File: src/cc0_pkg.sv
// Package of constants for the CAN control register zero block.
package cc0_pkg;
  // ----------------------------------------
  // Register map
  // ----------------------------------------
  localparam logic [7:0] CC0_ADDR_CTRL0 = 8'h00;
  localparam logic [7:0] CC0_ADDR_IRQ_STATUS = 8'h04;
  localparam logic [7:0] CC0_ADDR_IRQ_MASK = 8'h08;
  localparam logic [7:0] CC0_ADDR_TIMESTAMP = 8'h0c;
  localparam logic [7:0] CC0_ADDR_INIT = 8'h10;
  // ----------------------------------------
  // Field positions of the control register
  // ----------------------------------------
  localparam int CC0_BIT_RECEIVED_FRAME_FLAG = 7;
  localparam int CC0_BIT_RECEIVER_ACTIVE_STATUS = 6;
  localparam int CC0_BIT_STOPWAIT = 5;
  localparam int CC0_BIT_SYNC = 4;
  localparam int CC0_BIT_TIMER = 3;
  localparam int CC0_BIT_WAKE = 2;
  localparam int CC0_BIT_SLEEP = 1;
  localparam int CC0_BIT_INIT_REQUEST = 0;
  // ----------------------------------------
  // Interrupt status bits
  // ----------------------------------------
  localparam int CC0_IRQ_RXFRAME = 0;
  localparam int CC0_IRQ_SYNC = 1;
  localparam int CC0_IRQ_STAMP = 2;
  localparam int CC0_IRQ_W = 3;
  // ----------------------------------------
  // Reset values and sizes
  // ----------------------------------------
  localparam int CC0_TS_W = 16;
  localparam logic [CC0_TS_W-1:0] CC0_TS_RESET = 16'h0000;
  localparam logic [CC0_IRQ_W-1:0] CC0_IRQ_RESET = 3'h0;
  localparam logic [31:0] CC0_WORD_ZERO = 32'h0000_0000;
  localparam int CC0_INIT_DELAY_DEFAULT = 4;
endpackage

File: src/cc0_ctrl.sv
// CAN control register zero with flags, stop-in-wait gating and timestamp timer.
//
// The Wishbone slave port was decided locally.
`timescale 1ns/1ps
// Summary of operation
// - Valid received message sets received frame flag.
// - Received frame flag sticks until cleared.
// - Write one clears flag, zero ignored.
// - Receiver active follows front end reception.
// - Receiver active zero when transmitting or idle.
// - Stop in wait gates bus interface clock.
// - Synchronized status set by device only.
// - Timer enable runs 16-bit bit-rate counter.
// - Acknowledged message receives timestamp write.
// - Disabled timer clears counter to zero.
// - Timer enable forced low in init.
// - Register held reset during init mode, except wake, sleep and init request.
// - Writable again once init fully exited.
// - Read anytime; writes limited while init requested or acknowledged.
// - Init request aborts transfer, then acknowledges.
module cc0_ctrl
  import cc0_pkg::*;
#(
  parameter int INIT_DELAY = CC0_INIT_DELAY_DEFAULT
) (
  // Clock and reset
  input wire logic clk_sys_i,
  input wire logic reset_n_i,
  // Wishbone slave
  input wire logic wb_cyc_i,
  input wire logic wb_stb_i,
  input wire logic wb_we_i,
  input wire logic [7:0] wb_adr_i,
  input wire logic [3:0] wb_sel_i,
  input wire logic [31:0] wb_dat_i,
  output logic [31:0] wb_dat_o,
  output logic wb_ack_o,
  // Protocol engine events, same clock
  input wire logic rx_valid_frame_i,
  input wire logic rx_active_i,
  input wire logic bus_synced_i,
  input wire logic bit_tick_i,
  input wire logic msg_acked_i,
  input wire logic transfer_idle_i,
  // Chip level wait mode, from another domain
  input wire logic cpu_wait_i,
  // Outputs to the controller
  output logic init_request_o,
  output logic init_acknowledge_o,
  output logic abort_transfer_o,
  output logic bus_if_clk_stop_o,
  output logic stamp_we_o,
  output logic [CC0_TS_W-1:0] stamp_data_o,
  output logic irq_o
);
  // ----------------------------------------
  // State
  // ----------------------------------------
  typedef struct packed {
    // These fields hold the registered bus answer.
    logic [31:0] rdata;
    logic ack;
    // These fields are the bits of the control register.
    logic received_frame_flag;
    logic receiver_active_status;
    logic stopwait;
    logic sync;
    logic timer_en;
    logic wake;
    logic sleep;
    logic init_request;
    // These fields track the init handshake.
    logic init_acknowledge;
    logic [7:0] init_cnt;
    // These fields belong to the timestamp timer.
    logic [CC0_TS_W-1:0] timer;
    logic stamp_we;
    logic [CC0_TS_W-1:0] stamp;
    // These fields hold the interrupt status and mask.
    logic [CC0_IRQ_W-1:0] irq_sts;
    logic [CC0_IRQ_W-1:0] irq_msk;
    logic irq;
    // These fields drive the controller strobes and sync the wait pin.
    logic abort;
    logic clk_stop;
    logic wait_s1;
    logic wait_s2;
  } cc0_state_t;

  cc0_state_t st_ff;
  cc0_state_t nxt_st;

  // Field positions come from the package so the map has a single source.
  function automatic logic [7:0] cc0_ctrl_byte(input cc0_state_t s);
    logic [7:0] b;
    b = 8'h00;
    b[CC0_BIT_RECEIVED_FRAME_FLAG] = s.received_frame_flag;
    b[CC0_BIT_RECEIVER_ACTIVE_STATUS] = s.receiver_active_status;
    b[CC0_BIT_STOPWAIT] = s.stopwait;
    b[CC0_BIT_SYNC] = s.sync;
    b[CC0_BIT_TIMER] = s.timer_en;
    b[CC0_BIT_WAKE] = s.wake;
    b[CC0_BIT_SLEEP] = s.sleep;
    b[CC0_BIT_INIT_REQUEST] = s.init_request;
    cc0_ctrl_byte = b;
  endfunction

  // ----------------------------------------
  // Register decode
  // ----------------------------------------
  // one address decode
  function automatic logic cc0_hit(input logic [7:0] adr, input logic [7:0] reg_adr);
    cc0_hit = (adr == reg_adr);
  endfunction

  function automatic logic [31:0] cc0_read_word(input logic [7:0] adr, input cc0_state_t s);
    logic [31:0] word;
    word = CC0_WORD_ZERO;
    unique case (adr)
      CC0_ADDR_CTRL0: begin
        word = {24'h000000, cc0_ctrl_byte(s)};
      end
      CC0_ADDR_IRQ_STATUS: begin
        word = {29'h0, s.irq_sts};
      end
      CC0_ADDR_IRQ_MASK: begin
        word = {29'h0, s.irq_msk};
      end
      CC0_ADDR_TIMESTAMP: begin
        word = {16'h0000, s.timer};
      end
      CC0_ADDR_INIT: begin
        word = {30'h0, s.init_acknowledge, s.init_request};
      end
      default: begin
        // Unmapped addresses read zero so a stray read cannot leak state.
        word = CC0_WORD_ZERO;
      end
    endcase
    cc0_read_word = word;
  endfunction

  function automatic logic [CC0_IRQ_W-1:0] cc0_status_next(
    input logic [CC0_IRQ_W-1:0] cur,
    input logic [CC0_IRQ_W-1:0] set,
    input logic clr
  );
    logic [CC0_IRQ_W-1:0] res;
    res = cur | set;
    if (clr) begin
      // Set wins over the read clear, so no event is lost to a racing read.
      res = set;
    end
    cc0_status_next = res;
  endfunction

  function automatic logic [CC0_TS_W-1:0] cc0_timer_next(
    input logic [CC0_TS_W-1:0] cur,
    input logic en,
    input logic tick
  );
    logic [CC0_TS_W-1:0] res;
    res = cur;
    if (tick) begin
      res = cur + 16'h0001;
    end
    if (!en) begin
      res = CC0_TS_RESET;
    end
    cc0_timer_next = res;
  endfunction

  // ----------------------------------------
  // Bus qualifiers
  // ----------------------------------------
  logic req;
  logic wr;
  logic rd;
  logic in_init;
  logic ctrl_open;
  logic wr_ctrl;
  logic wr_ctrl_open;
  logic wr_mask;
  logic rd_status;
  logic sync_rise;
  logic stamp_now;
  logic [CC0_IRQ_W-1:0] ev;

  // A request is taken only while ack is low, so every access is answered once.
  assign req = wb_cyc_i & wb_stb_i & ~st_ff.ack;
  // Byte lane zero carries every writable bit, so the other lanes are ignored.
  assign wr = req & wb_we_i & wb_sel_i[0];
  assign rd = req & ~wb_we_i;
  assign in_init = st_ff.init_request & st_ff.init_acknowledge;
  assign ctrl_open = ~st_ff.init_request & ~st_ff.init_acknowledge;
  assign wr_ctrl = wr & cc0_hit(wb_adr_i, CC0_ADDR_CTRL0);
  assign wr_ctrl_open = wr_ctrl & ctrl_open;
  assign wr_mask = wr & cc0_hit(wb_adr_i, CC0_ADDR_IRQ_MASK);
  assign rd_status = rd & cc0_hit(wb_adr_i, CC0_ADDR_IRQ_STATUS);
  assign sync_rise = bus_synced_i & ~st_ff.sync & ~st_ff.init_request;
  assign stamp_now = st_ff.timer_en & msg_acked_i;

  // ----------------------------------------
  // Next state
  // ----------------------------------------
  always_comb begin
    nxt_st = st_ff;
    nxt_st.stamp_we = 1'b0;
    ev = CC0_IRQ_RESET;
    // ----------------------------------------
    // Bus answer
    // ----------------------------------------
    // Read data is registered and stands until the next read.
    nxt_st.ack = req;
    if (rd) begin
      nxt_st.rdata = cc0_read_word(wb_adr_i, st_ff);
    end
    // ----------------------------------------
    // Wait synchroniser
    // ----------------------------------------
    // Wait comes from another domain, so only the second stage is read.
    nxt_st.wait_s1 = cpu_wait_i;
    nxt_st.wait_s2 = st_ff.wait_s1;
    // ----------------------------------------
    // Control writes
    // ----------------------------------------
    // init request writable always
    if (wr_ctrl) begin
      // Init request cannot drop before acknowledge, so a half entry never sticks.
      if (wb_dat_i[CC0_BIT_INIT_REQUEST] || in_init) begin
        nxt_st.init_request = wb_dat_i[CC0_BIT_INIT_REQUEST];
      end
      nxt_st.wake = wb_dat_i[CC0_BIT_WAKE];
      nxt_st.sleep = wb_dat_i[CC0_BIT_SLEEP];
    end
    if (wr_ctrl_open) begin
      nxt_st.stopwait = wb_dat_i[CC0_BIT_STOPWAIT];
      nxt_st.timer_en = wb_dat_i[CC0_BIT_TIMER];
      if (wb_dat_i[CC0_BIT_RECEIVED_FRAME_FLAG]) begin
        nxt_st.received_frame_flag = 1'b0;
      end
    end
    if (wr_mask) begin
      nxt_st.irq_msk = wb_dat_i[CC0_IRQ_W-1:0];
    end
    // ----------------------------------------
    // Front end status
    // ----------------------------------------
    // front end drives
    nxt_st.receiver_active_status = rx_active_i & ~st_ff.init_request;
    nxt_st.sync = bus_synced_i & ~st_ff.init_request;
    if (sync_rise) begin
      ev[CC0_IRQ_SYNC] = 1'b1;
    end
    // sticky received flag
    // A frame and a write-one clear in one cycle leave the flag set.
    if (rx_valid_frame_i && !in_init) begin
      nxt_st.received_frame_flag = 1'b1;
      ev[CC0_IRQ_RXFRAME] = 1'b1;
    end
    // ----------------------------------------
    // Init handshake
    // ----------------------------------------
    // abort then acknowledge
    nxt_st.abort = st_ff.init_request & ~st_ff.init_acknowledge;
    if (st_ff.init_request && !st_ff.init_acknowledge) begin
      if (transfer_idle_i && st_ff.init_cnt >= 8'(INIT_DELAY)) begin
        nxt_st.init_acknowledge = 1'b1;
      end else begin
        nxt_st.init_cnt = st_ff.init_cnt + 8'h01;
      end
    end
    // Dropping the request leaves init at once and restarts the settle count.
    if (!st_ff.init_request) begin
      nxt_st.init_acknowledge = 1'b0;
      nxt_st.init_cnt = 8'h00;
    end
    if (in_init) begin
      nxt_st.received_frame_flag = 1'b0;
      nxt_st.stopwait = 1'b0;
      nxt_st.timer_en = 1'b0;
    end
    // ----------------------------------------
    // Timestamp timer
    // ----------------------------------------
    // bit rate counter
    nxt_st.timer = cc0_timer_next(st_ff.timer, st_ff.timer_en, bit_tick_i);
    if (stamp_now) begin
      nxt_st.stamp_we = 1'b1;
      nxt_st.stamp = st_ff.timer;
      ev[CC0_IRQ_STAMP] = 1'b1;
    end
    // ----------------------------------------
    // Clock gating
    // ----------------------------------------
    // The gate lags the wait pin by the synchroniser, so a very short wait may not gate.
    // gate bus clocks in wait
    nxt_st.clk_stop = st_ff.stopwait & st_ff.wait_s2;
    // ----------------------------------------
    // Interrupts
    // ----------------------------------------
    // A read clears status, but a same-cycle event survives.
    nxt_st.irq_sts = cc0_status_next(st_ff.irq_sts, ev, rd_status);
    // The new status is masked so a fresh event raises the line at the next edge.
    nxt_st.irq = |(nxt_st.irq_sts & st_ff.irq_msk);
  end

  // ----------------------------------------
  // Registers
  // ----------------------------------------
  // zero after reset
  always_ff @(posedge clk_sys_i or negedge reset_n_i) begin
    if (!reset_n_i) begin
      st_ff <= '0;
    end else begin
      st_ff <= nxt_st;
    end
  end

  // ----------------------------------------
  // Outputs
  // ----------------------------------------
  // Every output is taken straight from the state register.
  assign wb_dat_o = st_ff.rdata;
  assign wb_ack_o = st_ff.ack;
  assign init_request_o = st_ff.init_request;
  assign init_acknowledge_o = st_ff.init_acknowledge;
  assign abort_transfer_o = st_ff.abort;
  assign bus_if_clk_stop_o = st_ff.clk_stop;
  assign stamp_we_o = st_ff.stamp_we;
  assign stamp_data_o = st_ff.stamp;
  assign irq_o = st_ff.irq;
endmodule

File: config.mk
export PLATFORM = sky130hd
export DESIGN_NAME = cc0_ctrl
export DESIGN_NICKNAME = d
export VERILOG_FILES = /design/src/cc0_pkg.sv /design/src/cc0_ctrl.sv
export SDC_FILE = /design/constraint.sdc
export NUM_CORES = 1
export LEC_CHECK = 0
export BUFFER_PORTS_ARGS = -buffer_cell sky130_fd_sc_hd__buf_2
export CAP_MARGIN = 20
export CORE_AREA = 5 5 91 93
export CTS_BUF_LIST = sky130_fd_sc_hd__clkbuf_8
export DETAILED_ROUTE_END_ITERATION = 8
export DIE_AREA = 0 0 96 98
export PLACE_DENSITY_LB_ADDON = 0.25
export SLEW_MARGIN = 20
export SYNTH_ARGS = -nofsm -noshare
export SYNTH_HDL_FRONTEND = slang
export SYNTH_SLANG_ARGS = --single-unit
File: constraint.sdc
create_clock -name clk_sys_i -period 2.41 [get_ports clk_sys_i]
set_input_delay 0.241 -clock clk_sys_i [delete_from_list [all_inputs] [get_ports clk_sys_i]]
set_output_delay 0.241 -clock clk_sys_i [all_outputs]
set_load 0.03 [all_outputs]
==> results.yml, run 1 <==
run_status:
  run_status: "finished clean"
clocking:
  clk-insertion-delay-late_ns: 0.35
  clockRootBuffer: "sky130_fd_sc_hd__clkbuf_8"
  h-tree-depth: 3
  cts.reportedPaths.clkPinSlew_ns: 0.08
  cts_tree: "done"
  total_of_cells_resized_after_clock_tree_synthesis: 0
  cts_sinks: 78
  clockBufferDepth: 2
  tritoncts.num_buffers: 9
setup_path:
  cp.arrival_ns: 2.13
  required_ns: 2.64
  cp_max_fo: 4
  flop_to_flop_setup_slack_ns: 0.51
  reg2reg_from: "wb_ack_o$_DFF_PN0_"
  ff2ff_path_depth: 4
  r2r_end: "st_ff[5]$_DFFE_PN0P_"
  timing.critical_path.from_type: "flop"
  worst-setup-path-type: "flop to flop"
  critical_path.endpoint_type: "flop"
logic_synthesis:
  share_of_async_settable_or_async_resettable_flops_after_synthesis_pct: 100
  yosys_register_bits: 78
  synth_seq_area_share_pct: 50.2
  synth_edf_count: 0
  yosys_warnings: 0
  yosys.cell_types.count: 45
  synth_ff_type: "sky130_fd_sc_hd__dfrtp_1"
  synth_area_per_cell_um2: 11.0
  netlist_area_um2: 3880
  synthesized_instance_count: 354
sta:
  tns_ns: 0
  relSlewSlack_pct: 46.4
  report.final.hold_viol_count: 0
  timing.hold.ws_ns: 0.0830
  max_freq_mhz: 526
  tightest_slew_ns: 0.803
  slew_viol_final: 0
  final-setup-viol-count: 0
  post-route-min-period_ns: 1.90
  final.setup_skew_ns: 0.00988
  min_period_over_period_pct: 78.9
  rsz0062_at_grt: "no"
power:
  p_per_area_nw_per_um2: 823
  report.power.total_uw: 3470
  max_ir_drop_vdd_uv: 337
  leakagePower_uw: 0.00202
detailed_routing:
  wl_per_cell_um: 15.3
  detail_route.wirelength_mm: 7.55
  route.detailed.vias_per_inst: 5.25
  drc: 0
  routed-via-count: 2595
  dr.first_iter.drc_count: 154
  drtAntennaViolNets: 0
  drtPass1Iterations: 4
job:
  cap_violations: 0
layout:
  layout-area-overhead-vs-synth_pct: 8.41
  diode_insertion_count_for_antenna_repair: 0
  share_of_cells_above_drive_strength_1_pct: 27.6
  final_net_count: 446
  stdcell_count: 494
grt:
  grtUsageTotal_pct: 17.0
  largest_net_degree_at_the_start_of_global_routing: 79
  wire_length_of_the_first_global_routing_pass_mm: 12.5
  number_of_global_route_vias_before_repair: 2514
  grt_antenna_before_repair: 0
  globalRouteOverflowTotal: 0
floorplan:
  start_util_pct: 52.2
  chipWidth_um: 96
  dieHeight_um: 98
  ioPinCount: 111
  core_area_um2: 7450
  placementRows: 32
  design.die.area_um2: 9410
place:
  post-place-cells: 475
  io_buffers: 65
  place_hpwl_mm: 5.40
  place.gp.congestion: 0.874
min_path:
  holdCritPathClass: "primary input to flop"
  hold_depth: 2
  timing.hold.worst_endpoint: "st_ff[60]$_DFFE_PN0P_"
  min-delay-start: "wb_dat_i[7]"
layer usage:
metal	vias to the layer above	GRT usage, %	part of all wire [%]
met5	-	0	0
met4	0	4.81	1.3
met3	14	5.16	6.6
met2	73	25.8	48
met1	1255	23.5	44
li1	1253	-	-
state kept, by name (all words and copies together), names as in the netlist:
register,cells
abort_transfer_o,1
bus_if_clk_stop_o,1
init_acknowledge_o,1
init_request_o,1
irq_o,1
nxt_st,1
st_ff,38
stamp_data_o,16
stamp_we_o,1
wb_ack_o,1
wb_dat_o,16
placed cells by master, fill, tap and decap left out, drive strengths merged, types with 2 or more instances in the layout:
cell type	synthesis	layout
dfrtp	78	78
buf	51	67
nand2	27	27
mux2	21	21
nor2	17	17
conb	1	16
a22o	14	14
inv	10	13
nand4	11	11
o31ai	11	11
and2	9	9
clkbuf	11	9
o21ai	8	8
xnor2	8	8
a21oi	7	7
nor2b	7	7
xor2	6	6
nor4	6	6
mux2i	5	5
a22oi	5	5
nand3	5	5
or4	4	4
nor4bb	3	3
nor3b	3	3
nand2b	3	3
or3	3	3
a32oi	3	3
ha	3	3
clkinvlp	0	3
and3	3	3
a31oi	2	2
and4	2	2
dlygate4sd3	0	2
nor3	2	2
critical path: stages, from the launching register on:
cell,delay [ns]
sky130_fd_sc_hd__dfrtp_1,0.39
sky130_fd_sc_hd__and3b_1,0.27
sky130_fd_sc_hd__nand4_1,0.22
sky130_fd_sc_hd__nor3_1,0.50
sky130_fd_sc_hd__mux2_2,0.40
timing repair:
action,CTS,global route
buffers inserted,0,0
hold buffers,1,1
endpoints found under the hold margin,1,40
logic make-up after synthesis:
group,synth area share (%)
flops,50.2
compound gates,9.86
xor+xnor,3.16
buf+inv,12.0
other cells,0.0965
mux,8.05
fa+ha+maj,0.966
simple gates,15.6
power breakdown:
group | internal [uW] | leakage (uW) | total (uW) | switching [uW]
Combinational | 280 | 0.000902 | 768 | 488
Clock | 482 | 0.0000937 | 982 | 500
Sequential | 1500 | 0.00103 | 1720 | 219
area by class of cell:
cell class,count,area [um^2]
flip-flops and latches,78,1950
fillers,692,3240
multi-input cells,219,1520
clock buffers,9,124
repair buffers,69,375
inverters,10,37.5
clock inverters,7,73.8
well taps,102,128
through the flow:
step | setup slack (ns) | area (um^2) | utilization [%]
2_1_floorplan | 0.699 | 3940 | -
3_3_place_gp | 0.498 | 3970 | 53.4
3_5_place_dp | 0.410 | 3970 | 53.4
4_1_cts | 0.515 | 4180 | 56.1
5_1_grt | 0.455 | 4210 | 56.6
6_report | 0.508 | 4210 | 56.6
worst max path at each step:
stage	cells past startpoint	start	to	slack, ns
final	4	wb_ack_o$_DFF_PN0_	st_ff[5]$_DFFE_PN0P_	0.51
after global routing	4	wb_ack_o$_DFF_PN0_	st_ff[5]$_DFFE_PN0P_	0.46
after CTS	4	wb_ack_o$_DFF_PN0_	st_ff[5]$_DFFE_PN0P_	0.51
after detailed placement	5	wb_adr_i[1]	st_ff[5]$_DFFE_PN0P_	0.41
after global placement	5	wb_adr_i[1]	st_ff[7]$_DFFE_PN0P_	0.50
after floorplan	4	wb_ack_o$_DFF_PN0_	st_ff[5]$_DFFE_PN0P_	0.70
cell usage after synthesis, types with 6 or more instances:
master / instances / share of area, %
sky130_fd_sc_hd__clkbuf_1: 10 / 0.97
sky130_fd_sc_hd__nand2_1: 27 / 2.6
sky130_fd_sc_hd__mux2_2: 21 / 6.1
sky130_fd_sc_hd__xor2_1: 6 / 1.4
sky130_fd_sc_hd__nor2b_1: 6 / 0.97
sky130_fd_sc_hd__xnor2_1: 8 / 1.8
sky130_fd_sc_hd__a22o_1: 14 / 3.2
sky130_fd_sc_hd__a21oi_1: 7 / 0.90
sky130_fd_sc_hd__nand4_1: 11 / 1.8
sky130_fd_sc_hd__inv_1: 10 / 0.97
sky130_fd_sc_hd__dfrtp_1: 78 / 50
sky130_fd_sc_hd__nor2_1: 17 / 1.6
sky130_fd_sc_hd__o31ai_1: 11 / 2.1
sky130_fd_sc_hd__buf_4: 48 / 9.3
sky130_fd_sc_hd__o21ai_0: 8 / 1.0
sky130_fd_sc_hd__and2_1: 9 / 1.4
No activity file was read; power rests on OpenSTA's default activity.
==> inputs of run 2 (changes only) <==
- clock period: 2.41 -> 1.9 ns (I/O delays scaled with it)
==> results.yml, run 2 (synthesis results as in run 1) <==
run_status:
  run_status: "finished clean"
place:
  io_buffers: 65
  post-place-cells: 491
  place.gp.congestion: 0.887
  pre_cts_setup_slack_ns: 0.153
  place_hpwl_mm: 5.79
  postPlaceCellArea_um2: 4120
clocking:
  h-tree-depth: 3
  clockBufferDepth: 2
  clk-insertion-delay-late_ns: 0.35
  clockRootBuffer: "sky130_fd_sc_hd__clkbuf_8"
  cts.reportedPaths.clkPinSlew_ns: 0.08
  cts_setup_buffers: 0
  cts_tree: "done"
  cts_sinks: 78
  tritoncts.num_buffers: 9
floorplan:
  core_area_um2: 7450
  chipWidth_um: 96
  dieHeight_um: 98
  ioPinCount: 111
  placementRows: 32
  start_util_pct: 52.2
  design.die.area_um2: 9410
setup_path:
  critical_path.endpoint_type: "flop"
  required_ns: 2.14
  crit_family: "simple AND/OR/NAND/NOR gates"
  cp_cell_sequence: "and3b_1, nand4_1, nor3_2, buf_4, mux2_2"
  worst-setup-path-type: "flop to flop"
  worst_path_largest_cell_delay_ns: 0.40
  cell_with_the_largest_stage_delay_on_the_worst_path: "sky130_fd_sc_hd__dfrtp_1"
  timing.critical_path.from_type: "flop"
  crit_buf_inv: 1
  cp_max_fo: 4
  cp.arrival_ns: 1.97
sta:
  tightest_slew_ns: 0.579
  final-setup-viol-count: 0
  slew_viol_final: 0
  relSlewSlack_pct: 60.9
  min_period_over_period_pct: 91.1
  final.setup_skew_ns: 0.00698
  report.final.hold_viol_count: 0
  rsz0062_at_grt: "no"
  max_freq_mhz: 578
  fin_ws_ns: 0.169
  tns_ns: 0
  post-route-min-period_ns: 1.73
grt:
  grtUsageTotal_pct: 17.9
  largest_net_degree_at_the_start_of_global_routing: 54
  number_of_global_route_vias_before_repair: 2645
  globalRouteOverflowTotal: 0
  wire_length_of_the_first_global_routing_pass_mm: 13.1
  grt_antenna_before_repair: 0
job:
  cap_violations: 0
layout:
  final_common_cell: "sky130_fd_sc_hd__dfrtp_1"
  stdcell_area_um2: 4330
  share_of_cells_above_drive_strength_1_pct: 30.7
  largest_register_ff_count: 38
  layout-area-overhead-vs-synth_pct: 11.5
  diode_insertion_count_for_antenna_repair: 0
  stdcell_count: 509
  max_flop_register: "st_ff"
  layout.cells.most_common_list: "sky130_fd_sc_hd__dfrtp_1 (78), sky130_fd_sc_hd__buf_2 (64), sky130_fd_sc_hd__nand2_1 (27), sky130_fd_sc_hd__mux2_2 (21), sky130_fd_sc_hd__nor2_1 (17)"
  final_net_count: 461
detailed_routing:
  drtPass1Iterations: 4
  routed-via-count: 2658
  dr.first_iter.drc_count: 110
  drtAntennaViolNets: 0
  route.detailed.vias_per_inst: 5.22
  detail_route.wirelength_mm: 7.78
  drc: 0
  wl_per_cell_um: 15.3
power:
  p_per_area_nw_per_um2: 1020
  report.power.total_uw: 4420
  leakagePower_uw: 0.00210
  max_ir_drop_vdd_uv: 461
min_path:
  holdCritPathClass: "primary input to flop"
run 2: power breakdown:
part           switching (uW)  internal, uW  total [uW]
clock network             656           528        1180
registers                 209          1900        2110
logic                     704           423        1130
total                    1570          2850        4420
run 2: metal layers:
metal,global-route usage [%],vias to the layer above,share of wire [%]
met4,6.56,0,1.7
li1,-,1286,-
met2,27.4,63,49
met3,4.31,10,4.5
met5,0,-,0
met1,24.7,1299,45
run 2: path summary, 6_finish.rpt:
kind,start,to,slack (ns),cells past startpoint
worst max-delay path,wb_ack_o$_DFF_PN0_,st_ff[6]$_DFFE_PN0P_,0.17,5
worst min-delay path,wb_dat_i[7],st_ff[60]$_DFFE_PN0P_,0.03,2
worst max register to register,wb_ack_o$_DFF_PN0_,st_ff[6]$_DFFE_PN0P_,0.17,5
worst min register to register,nxt_st[0]$_DFF_PN0_,st_ff[0]$_DFF_PN0_,0.37,0
max in group asynchronous,reset_n_i,st_ff[48]$_DFFE_PN0P_,1.03,3
min in group asynchronous,reset_n_i,abort_transfer_o$_DFF_PN0_,0.29,2
run 2: cell type report:
class | count | area (um^2)
clock inverters | 6 | 50.0
fillers | 672 | 3120
multi-input cells | 219 | 1530
flip-flops and latches | 78 | 1950
clock buffers | 10 | 138
repair buffers | 84 | 500
inverters | 10 | 37.5
well taps | 102 | 128
run 2: through the flow:
| step | util [%] | hold WS [ns] |
|---|---|---|
| CTS | 58.1 | 0.0168 |
| global route | 58.2 | 0.0196 |
| finish | 58.2 | 0.0272 |
| floorplan | - | -0.106 |
| detailed placement | 55.3 | 0.122 |
| global placement | 55.3 | 0.125 |
run 2: timing repair:
action | CTS | global route
endpoints found under the setup margin | 0 | 3
endpoints found under the hold margin | 26 | 0
resized for setup | 0 | 1
hold buffers | 2 | 0
==> inputs of run 3 (changes only) <==
- CORE_AREA: 5 5 91 93 -> 5 5 96 98
- DIE_AREA: 0 0 96 98 -> 0 0 101 103
- clock period: 1.9 -> 1.45 ns (I/O delays scaled with it)
==> results.yml, run 3 (synthesis results as in run 1) <==
layout:
  layout-area-overhead-vs-synth_pct: 27.9
  largest_register_ff_count: 38
  layout.cells.most_common_list: "sky130_fd_sc_hd__dfrtp_1 (75), sky130_fd_sc_hd__buf_2 (64), sky130_fd_sc_hd__buf_4 (52), sky130_fd_sc_hd__nand2_1 (25), sky130_fd_sc_hd__nor2_1 (17)"
  final_common_cell: "sky130_fd_sc_hd__dfrtp_1"
  diode_insertion_count_for_antenna_repair: 0
  stdcell_area_um2: 4970
  fill_cells: 682
  final_net_count: 507
  max_flop_register: "st_ff"
  stdcell_count: 561
  share_of_cells_above_drive_strength_1_pct: 43.5
detailed_routing:
  drtAntennaViolNets: 0
  drc: 0
  dr.first_iter.drc_count: 142
  wl_per_cell_um: 16.5
  route.detailed.vias_per_inst: 5.19
  detail_route.wirelength_mm: 9.23
  routed-via-count: 2910
  drtPass1Iterations: 5
min_path:
  holdCritPathClass: "primary input to flop"
floorplan:
  start_util_pct: 46.4
  chipWidth_um: 101
  design.die.area_um2: 10400
  ioPinCount: 111
  dieHeight_um: 103
  placementRows: 34
  core_area_um2: 8380
place:
  place_hpwl_mm: 6.25
  io_buffers: 65
  postPlaceCellArea_um2: 4410
  post-place-cells: 527
  place.gp.congestion: 0.856
  pre_cts_setup_slack_ns: -0.211
job:
  cap_violations: 0
grt:
  largest_net_degree_at_the_start_of_global_routing: 26
  grt_antenna_before_repair: 0
  wire_length_of_the_first_global_routing_pass_mm: 14.2
  grtUsageTotal_pct: 17.7
  globalRouteOverflowTotal: 0
  number_of_global_route_vias_before_repair: 2913
clocking:
  tritoncts.num_buffers: 9
  clockRootBuffer: "sky130_fd_sc_hd__clkbuf_8"
  clockBufferDepth: 2
  cts_tree: "done"
  h-tree-depth: 3
  clk-insertion-delay-late_ns: 0.35
  cts_sinks: 78
  cts.reportedPaths.clkPinSlew_ns: 0.08
setup_path:
  cp_cell_sequence: "and3b_1, nand4_1, nor3_2, buf_4, mux2_4"
  cell_with_the_largest_stage_delay_on_the_worst_path: "sky130_fd_sc_hd__dfrtp_2"
  crit_buf_inv: 1
  worst-setup-path-type: "flop to flop"
  crit_family: "simple AND/OR/NAND/NOR gates"
  cp.arrival_ns: 1.85
  required_ns: 1.69
  critical_path.endpoint_type: "flop"
  worst_path_largest_cell_delay_ns: 0.42
  timing.critical_path.from_type: "flop"
  cp_max_fo: 3
sta:
  report.final.hold_viol_count: 0
  max_freq_mhz: 622
  timing.hold.ws_ns: 0.0357
  post-route-min-period_ns: 1.61
  final-setup-viol-count: 28
  tns_ns: -1.33
  fin_ws_ns: -0.158
  slew_viol_final: 0
  final.setup_skew_ns: 0.00822
  rsz0062_at_grt: "yes"
  min_period_over_period_pct: 111
run_status:
  run_status: "finished with violations"
  failed_checks: "negative setup slack"
power:
  max_ir_drop_vdd_uv: 555
  p_per_area_nw_per_um2: 1250
  leakagePower_uw: 0.00240
[run 3: stage by stage]
stage          power (uW)  util, %
5_1_grt              6570     59.3
3_3_place_gp         4540     52.6
6_report             6230     59.3
3_5_place_dp         4600     52.6
4_1_cts              6210     57.6
2_1_floorplan        4010        -
[run 3: area by class of cell]
cell class / instances / area, um^2 / area share (%)
flip-flops and latches: 78 / 1960 / 39.4
inverters: 10 / 37.5 / 0.755
clock inverters: 6 / 38.8 / 0.780
clock buffers: 10 / 138 / 2.77
multi-input cells: 219 / 1760 / 35.3
repair buffers: 130 / 910 / 18.3
well taps: 108 / 135 / 2.72
[run 3: worst paths after layout]
check	endpoint	slack, ns	cells past startpoint	startpoint
worst max register to register	st_ff[5]$_DFFE_PN0P_	-0.16	5	wb_ack_o$_DFF_PN0_
worst max-delay path	st_ff[5]$_DFFE_PN0P_	-0.16	5	wb_ack_o$_DFF_PN0_
max in group asynchronous	stamp_data_o[6]$_DFFE_PN0P_	0.56	3	reset_n_i
worst min register to register	st_ff[0]$_DFF_PN0_	0.36	0	nxt_st[0]$_DFF_PN0_
worst min-delay path	st_ff[7]$_DFFE_PN0P_	0.04	2	wb_dat_i[2]
min in group asynchronous	stamp_we_o$_DFF_PN0_	0.23	2	reset_n_i
[run 3: what timing repair did]
action,in CTS,in global routing
endpoints found under the hold margin,24,0
buffers inserted,11,2
cloned,0,3
setup endpoints to repair,19,40
hold buffers,3,0
gates resized for setup,24,17
pin swaps,14,22
[run 3: report_power, final]
part           internal [uW]  switching, uW
clock                    662            816
combinational            899           1120
sequential              2490            245
[run 3: metal layers]
layer | GRT usage, % | up-vias | wire length (um)
met5 | 0 | - | 0
met4 | 7.87 | 0 | 225
met3 | 3.11 | 20 | 346
met2 | 30.1 | 69 | 4760
met1 | 22.1 | 1442 | 3890
li1 | - | 1379 | -
